<file path="src/hdl/match_control_pkg.sv">
// constants and types shared by the source address matcher
package match_control_pkg;

  // register byte offsets
  localparam logic [11:0] OFS_SHORT_EN_LOW = 12'h000;
  localparam logic [11:0] OFS_SHORT_EN_MID = 12'h004;
  localparam logic [11:0] OFS_SHORT_EN_HIGH = 12'h008;
  localparam logic [11:0] OFS_LONG_EN_LOW = 12'h00C;
  localparam logic [11:0] OFS_LONG_EN_MID = 12'h010;
  localparam logic [11:0] OFS_LONG_EN_HIGH = 12'h014;
  localparam logic [11:0] OFS_MATCH_CONTROL = 12'h018;
  localparam logic [11:0] OFS_FRAME_CONTROL_ZERO = 12'h01C;

  // table and result words in ram
  localparam logic [11:0] TABLE_BASE = 12'h380;
  localparam logic [11:0] RAM_END = 12'h3E8;
  localparam int RAM_WORDS = 26;
  localparam logic [4:0] LAST_TABLE_WORD = 5'h17;
  localparam logic [4:0] RES_MASK_WORD = 5'h18;
  localparam logic [4:0] RES_INDEX_WORD = 5'h19;

  // match_control fields
  localparam int MATCH_ENABLE_BIT = 0;
  localparam int AUTO_FRAME_PENDING_BIT = 1;
  localparam logic [1:0] MATCH_CONTROL_RST = 2'h1;

  // frame_control_zero fields
  localparam int AUTO_CHECKSUM_BIT = 0;
  localparam int APPEND_INFO_SELECT_BIT = 1;
  localparam logic [1:0] FRAME_CONTROL_ZERO_RST = 2'h0;

  // enable reset values
  localparam logic [23:0] SHORT_EN_RST = 24'h000000;
  localparam logic [11:0] LONG_EN_RST = 12'h000;

  // result index encoding
  localparam logic [6:0] INDEX_NONE = 7'h3F;
  localparam int INDEX_LONG_BIT = 5;
  localparam int INDEX_PEND_BIT = 6;

  // source address modes
  localparam logic [1:0] MODE_SHORT = 2'h2;
  localparam logic [1:0] MODE_LONG = 2'h3;

  typedef enum logic [2:0] {
    ST_IDLE,
    ST_READ,
    ST_CMP,
    ST_WMASK,
    ST_WIDX,
    ST_DONE
  } match_state_t;

endpackage : match_control_pkg

</file>
<file path="src/hdl/source_address_matcher.sv">
// source address matcher with apb registers and table memory
`timescale 1ns/10ps

// Operation
// - short enable bit n enables short entry n, entries 0 to 23.
// - long enable bit 2n enables long entry n.
// - long enable odd bit 2n+1 reads back as bit 2n.
// - match only when enabled and frame accepted; enable resets to one.
// - source mode 2 uses short compare, mode 3 long compare.
// - short entry hits when enabled and pan id and short match.
// - long entry hits when enabled and long address matches; all 12 scanned.
// - mask cleared per pass; one bit per hitting short entry.
// - hitting long entry n sets mask bits 2n and 2n+1.
// - index is 0x3F with no source address or no hit.
// - index bits 4:0 hold the lowest hitting entry number.
// - index bit 5 is zero for short, one for long hit.
// - index bit 6 carries the automatic frame pending outcome.
// - mask and index are written to memory when matching completes.
// - with checksum and append set, index replaces status link quality field.
// - table at 0x380; short n at plus 4n, long n at plus 8n.
// - table words are little-endian like received frames.
// - done event always; found event one cycle before done on hit.
module source_address_matcher (
  // clock, reset, enable
  input wire logic MCLK_I,
  input wire logic RSTN_I,
  input wire logic CE_I,
  // apb slave
  input wire logic PSEL_I,
  input wire logic PENABLE_I,
  input wire logic PWRITE_I,
  input wire logic [11:0] PADDR_I,
  input wire logic [31:0] PWDATA_I,
  output logic [31:0] PRDATA_O,
  output logic PREADY_O,
  output logic PSLVERR_O,
  // frame filter side
  input wire logic FRAME_ACCEPTED_I,
  input wire logic [1:0] SRC_MODE_I,
  input wire logic [15:0] SRC_PANID_I,
  input wire logic [15:0] SRC_SHORT_I,
  input wire logic [63:0] SRC_LONG_I,
  input wire logic [6:0] LQI_I,
  // results and events
  output logic MATCH_FOUND_O,
  output logic MATCH_DONE_O,
  output logic [23:0] RESULT_MASK_O,
  output logic [6:0] RESULT_INDEX_O,
  output logic APPEND_INDEX_O,
  output logic [6:0] STATUS_LQI_O
);

  typedef struct packed {
    match_control_pkg::match_state_t st;
    logic [4:0] word;
    logic is_long;
    logic low_ok;
    logic [23:0] mask;
    logic [6:0] idx;
    logic [15:0] panid;
    logic [15:0] shrt;
    logic [63:0] long_addr;
    logic [23:0] short_en;
    logic [11:0] long_en;
    logic [1:0] match_control;
    logic [1:0] frame_control;
    logic ram_pend;
    logic found_ev;
    logic done_ev;
    logic [6:0] lqi_out;
  } core_state_t;

  core_state_t q;
  core_state_t d;

  logic ram_we;
  logic [4:0] ram_addr;
  logic [31:0] ram_wdata;
  logic [31:0] ram_rdata;
  logic hit;
  logic entry_en;
  logic access;
  logic reg_write;
  logic ram_sel;
  logic reg_sel;
  logic [31:0] reg_rdata;
  logic [23:0] long_rd;

  // long enables read back with each bit doubled
  function automatic logic [23:0] mirror(input logic [11:0] en);
    logic [23:0] v;
    v = 24'h000000;
    for (int n = 0; n < 12; n++)
    begin
      v[2*n] = en[n];
      v[2*n+1] = en[n];
    end
    return v;
  endfunction : mirror

  // keep only the even bits of a written long enable byte
  function automatic logic [3:0] even_bits(input logic [7:0] b);
    return {b[6], b[4], b[2], b[0]};
  endfunction : even_bits

  // address falls in the table and result words
  function automatic logic in_ram(input logic [11:0] a);
    return (a >= match_control_pkg::TABLE_BASE) && (a < match_control_pkg::RAM_END);
  endfunction : in_ram

  // address names a control register
  function automatic logic is_reg(input logic [11:0] a);
    return (a[11:2] <= match_control_pkg::OFS_FRAME_CONTROL_ZERO[11:2]);
  endfunction : is_reg

  assign access = PSEL_I && PENABLE_I;
  assign ram_sel = in_ram(PADDR_I);
  assign reg_sel = is_reg(PADDR_I);
  assign reg_write = access && PWRITE_I && reg_sel;
  assign long_rd = mirror(q.long_en);

  // entry enable for the word under compare
  always_comb
  begin
    if (q.is_long)
    begin
      entry_en = q.long_en[q.word[4:1]];
    end
    else
    begin
      entry_en = q.short_en[q.word];
    end
  end

  entry_compare u_compare (
    .word_i(ram_rdata),
    .long_i(q.is_long),
    .high_i(q.word[0]),
    .panid_i(q.panid),
    .short_i(q.shrt),
    .long_addr_i(q.long_addr),
    .hit_o(hit)
  );

  table_ram u_ram (
    .clk_i(MCLK_I),
    .rstn_i(RSTN_I),
    .ce_i(CE_I),
    .we_i(ram_we),
    .addr_i(ram_addr),
    .wdata_i(ram_wdata),
    .rdata_o(ram_rdata)
  );

  // register read mux
  always_comb
  begin
    reg_rdata = 32'h00000000;
    unique case (PADDR_I[11:2])
      match_control_pkg::OFS_SHORT_EN_LOW[11:2]: reg_rdata = {24'h000000, q.short_en[7:0]};
      match_control_pkg::OFS_SHORT_EN_MID[11:2]: reg_rdata = {24'h000000, q.short_en[15:8]};
      match_control_pkg::OFS_SHORT_EN_HIGH[11:2]: reg_rdata = {24'h000000, q.short_en[23:16]};
      match_control_pkg::OFS_LONG_EN_LOW[11:2]: reg_rdata = {24'h000000, long_rd[7:0]};
      match_control_pkg::OFS_LONG_EN_MID[11:2]: reg_rdata = {24'h000000, long_rd[15:8]};
      match_control_pkg::OFS_LONG_EN_HIGH[11:2]: reg_rdata = {24'h000000, long_rd[23:16]};
      match_control_pkg::OFS_MATCH_CONTROL[11:2]: reg_rdata = {30'h00000000, q.match_control};
      match_control_pkg::OFS_FRAME_CONTROL_ZERO[11:2]: reg_rdata = {30'h00000000, q.frame_control};
      default: reg_rdata = 32'h00000000;
    endcase
  end

  // apb answer: registers at once, memory one cycle after the matcher is idle
  always_comb
  begin
    if (ram_sel)
    begin
      PREADY_O = access && q.ram_pend;
      PRDATA_O = (access && q.ram_pend && !PWRITE_I) ? ram_rdata : 32'h00000000;
    end
    else
    begin
      PREADY_O = access;
      PRDATA_O = (access && !PWRITE_I && reg_sel) ? reg_rdata : 32'h00000000;
    end
    PSLVERR_O = access && !ram_sel && !reg_sel;
  end

  always_comb
  begin
    d = q;
    d.found_ev = 1'b0;
    d.done_ev = 1'b0;
    ram_we = 1'b0;
    ram_addr = PADDR_I[6:2];
    ram_wdata = PWDATA_I;

    // control register writes
    if (reg_write)
    begin
      unique case (PADDR_I[11:2])
        match_control_pkg::OFS_SHORT_EN_LOW[11:2]: d.short_en[7:0] = PWDATA_I[7:0];
        match_control_pkg::OFS_SHORT_EN_MID[11:2]: d.short_en[15:8] = PWDATA_I[7:0];
        match_control_pkg::OFS_SHORT_EN_HIGH[11:2]: d.short_en[23:16] = PWDATA_I[7:0];
        match_control_pkg::OFS_LONG_EN_LOW[11:2]: d.long_en[3:0] = even_bits(PWDATA_I[7:0]);
        match_control_pkg::OFS_LONG_EN_MID[11:2]: d.long_en[7:4] = even_bits(PWDATA_I[7:0]);
        match_control_pkg::OFS_LONG_EN_HIGH[11:2]: d.long_en[11:8] = even_bits(PWDATA_I[7:0]);
        match_control_pkg::OFS_MATCH_CONTROL[11:2]: d.match_control = PWDATA_I[1:0];
        match_control_pkg::OFS_FRAME_CONTROL_ZERO[11:2]: d.frame_control = PWDATA_I[1:0];
        default: d.short_en = q.short_en;
      endcase
    end

    // memory access from apb, only while the matcher is idle
    if (q.ram_pend)
    begin
      d.ram_pend = 1'b0;
    end
    else if (access && ram_sel && (q.st == match_control_pkg::ST_IDLE))
    begin
      d.ram_pend = 1'b1;
      ram_we = PWRITE_I && (PADDR_I[6:2] <= match_control_pkg::LAST_TABLE_WORD);
    end

    unique case (q.st)
      match_control_pkg::ST_IDLE:
      begin
        if (FRAME_ACCEPTED_I && q.match_control[match_control_pkg::MATCH_ENABLE_BIT])
        begin
          d.mask = 24'h000000;
          d.idx = match_control_pkg::INDEX_NONE;
          d.word = 5'h00;
          d.low_ok = 1'b0;
          d.panid = SRC_PANID_I;
          d.shrt = SRC_SHORT_I;
          d.long_addr = SRC_LONG_I;
          d.is_long = (SRC_MODE_I == match_control_pkg::MODE_LONG);
          if ((SRC_MODE_I == match_control_pkg::MODE_SHORT) || (SRC_MODE_I == match_control_pkg::MODE_LONG))
          begin
            d.st = match_control_pkg::ST_READ;
          end
          else
          begin
            d.st = match_control_pkg::ST_WMASK;
          end
        end
      end
      match_control_pkg::ST_READ:
      begin
        ram_addr = q.word;
        d.st = match_control_pkg::ST_CMP;
      end
      match_control_pkg::ST_CMP:
      begin
        ram_addr = q.word;
        if (q.is_long)
        begin
          if (!q.word[0])
          begin
            d.low_ok = entry_en && hit;
          end
          else if (q.low_ok && entry_en && hit)
          begin
            d.mask[{q.word[4:1], 1'b0}] = 1'b1;
            d.mask[{q.word[4:1], 1'b1}] = 1'b1;
            if (q.idx == match_control_pkg::INDEX_NONE)
            begin
              d.idx = {2'b01, 1'b0, q.word[4:1]};
            end
          end
        end
        else if (entry_en && hit)
        begin
          d.mask[q.word] = 1'b1;
          if (q.idx == match_control_pkg::INDEX_NONE)
          begin
            d.idx = {2'b00, q.word};
          end
        end
        if (q.word == match_control_pkg::LAST_TABLE_WORD)
        begin
          d.st = match_control_pkg::ST_WMASK;
        end
        else
        begin
          d.word = q.word + 5'h01;
          d.st = match_control_pkg::ST_READ;
        end
      end
      match_control_pkg::ST_WMASK:
      begin
        ram_we = 1'b1;
        ram_addr = match_control_pkg::RES_MASK_WORD;
        ram_wdata = {8'h00, q.mask};
        if ((q.idx != match_control_pkg::INDEX_NONE) && q.match_control[match_control_pkg::AUTO_FRAME_PENDING_BIT])
        begin
          d.idx[match_control_pkg::INDEX_PEND_BIT] = 1'b1;
        end
        d.st = match_control_pkg::ST_WIDX;
      end
      match_control_pkg::ST_WIDX:
      begin
        ram_we = 1'b1;
        ram_addr = match_control_pkg::RES_INDEX_WORD;
        ram_wdata = {25'h0000000, q.idx};
        d.found_ev = (q.idx != match_control_pkg::INDEX_NONE);
        d.st = match_control_pkg::ST_DONE;
      end
      match_control_pkg::ST_DONE:
      begin
        d.done_ev = 1'b1;
        d.st = match_control_pkg::ST_IDLE;
      end
    endcase

    // link quality field of the status word
    if (q.frame_control[match_control_pkg::AUTO_CHECKSUM_BIT] && q.frame_control[match_control_pkg::APPEND_INFO_SELECT_BIT])
    begin
      d.lqi_out = q.idx;
    end
    else
    begin
      d.lqi_out = LQI_I;
    end
  end

  always_ff @(posedge MCLK_I or negedge RSTN_I)
  begin
    if (!RSTN_I)
    begin
      q <= '0;
      q.st <= match_control_pkg::ST_IDLE;
      q.idx <= match_control_pkg::INDEX_NONE;
      q.short_en <= match_control_pkg::SHORT_EN_RST;
      q.long_en <= match_control_pkg::LONG_EN_RST;
      q.match_control <= match_control_pkg::MATCH_CONTROL_RST;
      q.frame_control <= match_control_pkg::FRAME_CONTROL_ZERO_RST;
    end
    else if (CE_I)
    begin
      q <= d;
    end
  end

  assign MATCH_FOUND_O = q.found_ev;
  assign MATCH_DONE_O = q.done_ev;
  assign RESULT_MASK_O = q.mask;
  assign RESULT_INDEX_O = q.idx;
  assign APPEND_INDEX_O = q.frame_control[match_control_pkg::AUTO_CHECKSUM_BIT] &&
                          q.frame_control[match_control_pkg::APPEND_INFO_SELECT_BIT];
  assign STATUS_LQI_O = q.lqi_out;

endmodule : source_address_matcher

</file>
<file path="src/hdl/table_ram.sv">
// word memory holding the address table and the match results
`timescale 1ns/10ps
module table_ram (
  // clock and reset
  input wire logic clk_i,
  input wire logic rstn_i,
  input wire logic ce_i,
  // access port
  input wire logic we_i,
  input wire logic [4:0] addr_i,
  input wire logic [31:0] wdata_i,
  output logic [31:0] rdata_o
);

  typedef struct packed {
    logic [match_control_pkg::RAM_WORDS-1:0][31:0] mem;
    logic [31:0] rdata;
  } ram_state_t;

  ram_state_t q;
  ram_state_t d;

  always_comb
  begin
    d = q;
    d.rdata = q.mem[addr_i];
    if (we_i)
    begin
      d.mem[addr_i] = wdata_i;
    end
  end

  always_ff @(posedge clk_i or negedge rstn_i)
  begin
    if (!rstn_i)
    begin
      q <= '0;
    end
    else if (ce_i)
    begin
      q <= d;
    end
  end

  assign rdata_o = q.rdata;

endmodule : table_ram

</file>
<file path="src/hdl/entry_compare.sv">
// compares one table word with the received source address
`timescale 1ns/10ps
module entry_compare (
  // table word and position
  input wire logic [31:0] word_i,
  input wire logic long_i,
  input wire logic high_i,
  // received source address
  input wire logic [15:0] panid_i,
  input wire logic [15:0] short_i,
  input wire logic [63:0] long_addr_i,
  // result
  output logic hit_o
);

  // little-endian: pan id in the low half, short address above
  always_comb
  begin
    if (!long_i)
    begin
      hit_o = (word_i == {short_i, panid_i});
    end
    else if (high_i)
    begin
      hit_o = (word_i == long_addr_i[63:32]);
    end
    else
    begin
      hit_o = (word_i == long_addr_i[31:0]);
    end
  end

endmodule : entry_compare

</file>
<file path="config.mk">
export PLATFORM = sky130hd
export DESIGN_NAME = source_address_matcher
export DESIGN_NICKNAME = d
export VERILOG_FILES = /design/src/hdl/match_control_pkg.sv /design/src/hdl/source_address_matcher.sv /design/src/hdl/table_ram.sv /design/src/hdl/entry_compare.sv
export SDC_FILE = /design/constraint.sdc
export NUM_CORES = 2
export LEC_CHECK = 0
export ABC_AREA = 1
export BUFFER_PORTS_ARGS = -buffer_cell sky130_fd_sc_hd__clkbuf_2
export CAP_MARGIN = 20
export CORE_MARGIN = 2
export CORE_UTILIZATION = 35
export DETAILED_ROUTE_END_ITERATION = 7
export PLACE_DENSITY_LB_ADDON = 0.12
export SYNTH_ARGS = -nofsm -noshare
export SYNTH_HDL_FRONTEND = slang
export SYNTH_SLANG_ARGS = --single-unit
</file>
<file path="constraint.sdc">
create_clock -name MCLK_I -period 4.35 [get_ports MCLK_I]
set_clock_uncertainty 0.15 [all_clocks]
set_input_delay 0.6525 -clock MCLK_I [delete_from_list [all_inputs] [get_ports MCLK_I]]
set_output_delay 0.6525 -clock MCLK_I [all_outputs]
set_load 0.01 [all_outputs]
</file>
[After elaboration in Yosys (flattened, before gate mapping)]
Cells that the tools add are included.
Cells by class
  reduce and logical (&&, ||, !) cells: 49
  muxes and demuxes: 51
  magnitude comparators: 13
  bitwise logic cells: 3
  equal/unequal tests: 30
  add/sub/neg operators: 1
Operators with widths (count)
  832-bit bitwise mux: 1
  32-bit binary-select mux with 5-bit select: 1
  32-bit demux with 5-bit select: 1
  32-bit two-way mux: 5
  137-bit two-way mux: 1
  31-bit two-way mux: 4
  32-bit equality test: 3
  32-bit case mux with 2 select lines: 1
  8-bit case mux with 8 select lines: 1
  25-bit case mux with 2 select lines: 1
  24-bit OR: 2
  10-bit by 3-bit equality test with 1-bit output (second input constant): 4
  3-bit AND reduction: 9
  5-bit by 6-bit less-than comparator with 1-bit output (second input constant): 4
  24-bit by 23-bit OR with 24-bit output: 1
  1-bit logical AND: 23
  7-bit two-way mux: 3
  10-bit by 2-bit equality test with 1-bit output (second input constant): 2
  5-bit by 1-bit greater-or-equal comparator with 1-bit output (second input constant): 4
  1-bit two-way mux: 19
  3-bit case mux with 6 select lines: 1
  3-bit != test (second input constant): 5
  5-bit case mux with 3 select lines: 1
  12-bit by 10-bit greater-or-equal comparator with 1-bit output (second input constant): 1
  other kinds (37): 49
Storage, ports and cells
  input port bits: 156
  bits in registers: 1051
  output and inout bits: 75
  word-level logic and storage cells: 196

[Logic depth before layout (Yosys ltp)]
  depth in word-level cells: 10
  depth in mapped cells: 19
  depth with buffers taken out: 17

[Modules after synthesis]
Synthesis repeated with hierarchy kept, for this count alone.
Second synthesis, totals
  cells, all modules: 6721
  area, all modules: 51016.4 um2
By module, submodules not included
  table_ram: cells an instance 5237, times used 1, area each 39579.2 um2
  source_address_matcher: cells an instance 1162, times used 1, area each 9954.5 um2
  entry_compare: cells an instance 322, times used 1, area each 1482.7 um2

[Least setup slack after synthesis]
Ideal clock, no wire load.
  path type: input to output
  from: input PADDR_I[6]
  to: output PRDATA_O[4]
  arrival time: 2.019 ns
  required time: 3.547 ns
  path buffers: 0
  stages: 8
  path slack: 1.528 ns
  path through: or2_2 -> nor2_1 -> nand3_1 -> nor4_2 -> nand2_1 -> o2111ai_1 -> o21ai_0 -> o21ai_0
On the way
  cells in the longest elaborated chain, start to end: 4
  elaborated cells between the ends (all ways): 16
  those cells by class: order compare: 3; eq/ne: 7; mux: 3; reduce/logical: 3
RTL lines
  from (decl): RTL line source_address_matcher.sv:32  | input wire logic [11:0] PADDR_I,
  10-bit by 3-bit <= comparator with 1-bit output, or another cell as far along: RTL line source_address_matcher.sv:113  | return (a[11:2] <= match_control_pkg::OFS_FRAME_CONTROL_ZERO[11:2]);
  1-bit logical AND or 8-bit case mux with 8 select lines (tied branches): RTL line source_address_matcher.sv:183, source_address_matcher.sv:159
  32-bit two-way mux: RTL line source_address_matcher.sv:183  | PRDATA_O = (access && !PWRITE_I && reg_sel) ? reg_rdata : 32'h00000000;
  32-bit two-way mux (*): RTL line source_address_matcher.sv:175  | if (ram_sel)
  to (decl): RTL line source_address_matcher.sv:34  | output logic [31:0] PRDATA_O,
Every way passes the cells marked *; elsewhere a longest branch is shown, timed or not.

[Worst setup path in the final report]
  from: input PADDR_I[6]
  to: output PRDATA_O[5]
The elaborated chain is that of the path after synthesis.

==> impl_metrics.json <==
{
  "route.detailed.drc": 0,
  "min_from": "SRC_PANID_I[1]",
  "placed_area_um2": 52200,
  "seq_area_frac_synth_pct": 53.6,
  "async_flop_share_pct": 100,
  "crit_fanout": 7,
  "fin_crit_ps": 3920,
  "final.period_utilization_pct": 90.1,
  "relSlewSlack_pct": 24.9,
  "antenna_found_initial": 1,
  "power.leakage_uw": 0.0265,
  "cts_setup_buffers": 0,
  "path_class": "input pin to output port",
  "ys_seq_elements": 1051,
  "rsz0062_at_grt": "no",
  "dp_hpwl_um": 108000,
  "grt_usage_pct": 24.0,
  "finalWorstSetupSlack_ps": 431,
  "drive_gt1_share_pct": 11.0,
  "netlist_area_um2": 49000,
  "rows": 137,
  "cts_made_buffers": 117,
  "dp_slack_ps": 463,
  "cts-resized-gates": 0,
  "nNetsFinal": 6475,
  "wire_per_inst_um": 20.9,
  "synth_common_cells": "nand2_1, dfrtp_1, o21ai_0, nor2_1, inv_1",
  "die_y_um": 378,
  "start_util_pct": 35.2,
  "root_buffer": "clkbuf_16",
  "drtIter0Drc": 4134,
  "grt_pass1_wl_um": 260000,
  "worstSetupEndpointType": "output port",
  "grt_pass1_vias": 39800,
  "p_per_area_nw_per_um2": 676,
  "max-cap-violations": 0,
  "hold_class": "input pin to flop",
  "cts.sinks": 1051,
  "vias": 42000,
  "clk-insertion-delay-late_ps": 740,
  "synth_edf_count": 0,
  "io_buffers": 228,
  "status": "finished clean",
  "synth_area_leaders": "dfrtp_1, nand2_1, o21ai_0, o21ai_1, nor2_1",
  "tns_ps": 0,
  "synth_fp_nets": 6348,
  "yosysTopAreaCell": "dfrtp_1",
  "synth_area_per_cell_um2": 7.93,
  "synth_ff_type": "dfrtp_1",
  "hold_depth": 3,
  "tritoncts": "yes",
  "hold_buffers": 82,
  "h-tree-depth": 3,
  "drv_slew": 0,
  "die_w_um": 378,
  "coreArea_um2": 139000,
  "wl_um": 173000,
  "gp_congestion": 0.886,
  "max_clock_freq_mhz": 255,
  "finalSetupViolations": 0,
  "timing.rr.start": "q[185]",
  "critPathLaunchType": "input pin",
  "syn2layout_area_growth_pct": 16.0,
  "worst_r2r_path_depth": 15,
  "synth_warnings": 0,
  "timing.hold.ws_ps": 50.3,
  "fin_area_um2": 56900,
  "worst_ep_required_time_ps": 3550,
  "r2r_slack_ps": 490,
  "detail_route.first_pass.iterations": 5,
  "netlist_instances": 6188,
  "cts_max_path_buffers": 3,
  "min_to": "q[131]",
  "worstReg2RegEnd": "u_ram.rdata_o[6]",
  "dieArea_um2": 143000,
  "worst_pin_slew_ps": 1110,
  "finalHoldViolations": 0,
  "clk_pin_slew_worst_paths_ps": 60,
  "grt.overflow.total": 0,
  "power_uw": 38400,
  "peakVddDrop_mv": 0.991,
  "synth.distinct_cells": 48,
  "io_pins": 231,
  "viasPerCell": 5.06,
  "synth_most_common_cell": "nand2_1",
  "synth.top_cell.area_share_pct": 53.3,
  "worstPathArrival_ps": 3120,
  "grt_max_degree": 128,
  "antenna_left": 0
}
-- cells in the final DEF, fill, tap and decap left out, drive strengths merged, types with 10 or more instances in the layout --
cell type and instances:
a21oi 250, a221oi 10, a22o 11, buf 142
clkbuf 412, clkinv 24, dfrtp 1044, dlygate4sd3 82
inv 288, mux2 58, nand2 2382, nand3 148
nand4 107, nor2 361, nor3 11, o21ai 1021
o31ai 16
-- worst max path at each step --
stage,cells after the start,to,from
after floorplan,8,PRDATA_O[4],PADDR_I[6]
after global placement,12,PRDATA_O[5],PADDR_I[6]
after detailed placement,12,PRDATA_O[5],PADDR_I[6]
after CTS,12,PRDATA_O[5],PADDR_I[6]
after global routing,15,u_ram.rdata_o[6],q[185]
final,12,PRDATA_O[5],PADDR_I[6]
-- stage by stage --
stage,util (%),instances
6_report,40.8,8290
5_1_grt,40.8,8288
4_1_cts,40.8,8288
3_5_place_dp,37.4,7990
3_3_place_gp,37.4,7990
2_1_floorplan,-,6188
-- state kept, by name, summed over array words and instances (netlist names) --
name / count
MATCH_FOUND_O: 1
u_ram.rdata_o: 32
u_ram.q: 832
RESULT_MASK_O: 24
MATCH_DONE_O: 1
STATUS_LQI_O: 7
q: 135
RESULT_INDEX_O: 7
long_rd: 12
-- critical path, cell delays in order --
cell and delay [ps]:
clkbuf_2 120, or2_2 110, nor2_1 30, nand3_1 200
nor2_1 110, nand2_1 130, inv_1 140, nand2_1 90
o2111ai_1 140, o21ai_0 870, o21ai_0 310, clkbuf_2 220
-- layout make-up --
cell class	count	area, µm²
fillers	14400	82500
flip-flops and latches	1051	26300
multi-input cells	4405	19700
clock buffers	185	3540
repair buffers	451	3520
well taps	1876	2350
inverters	289	1090
clock inverters	31	367
diodes	2	5.00
-- logic make-up (layout without fill, tap and decap cells) --
group / after synthesis / count (layout) / synth area share, %
and+or+nand+nor: 3015 / 3015 / 24.5
AOI/OAI and AO/OA: 1328 / 1328 / 14.0
DFF: 1051 / 1051 / 53.6
buffers and inverters: 732 / 956 / 6.37
muxes: 58 / 58 / 1.33
adders and majority gates: 4 / 4 / 0.102
other: 0 / 2 / 0
-- routing by layer --
metal  up-vias  wire length, µm  GRT usage [%]
met3       254             8300           2.62
met2      1141            78400           38.5
met4         0             5850           7.54
met5         -                0              0
met1     20400            80500           34.1
li1      20200                -              -
-- report_power, final --
group	total, µW	switching (µW)	internal [µW]
Combinational	14000	10200	3860
Sequential	14300	1760	12500
Clock	10100	4180	5960
Total	38400	16100	22300
Power figures use the tool's default switching activity.
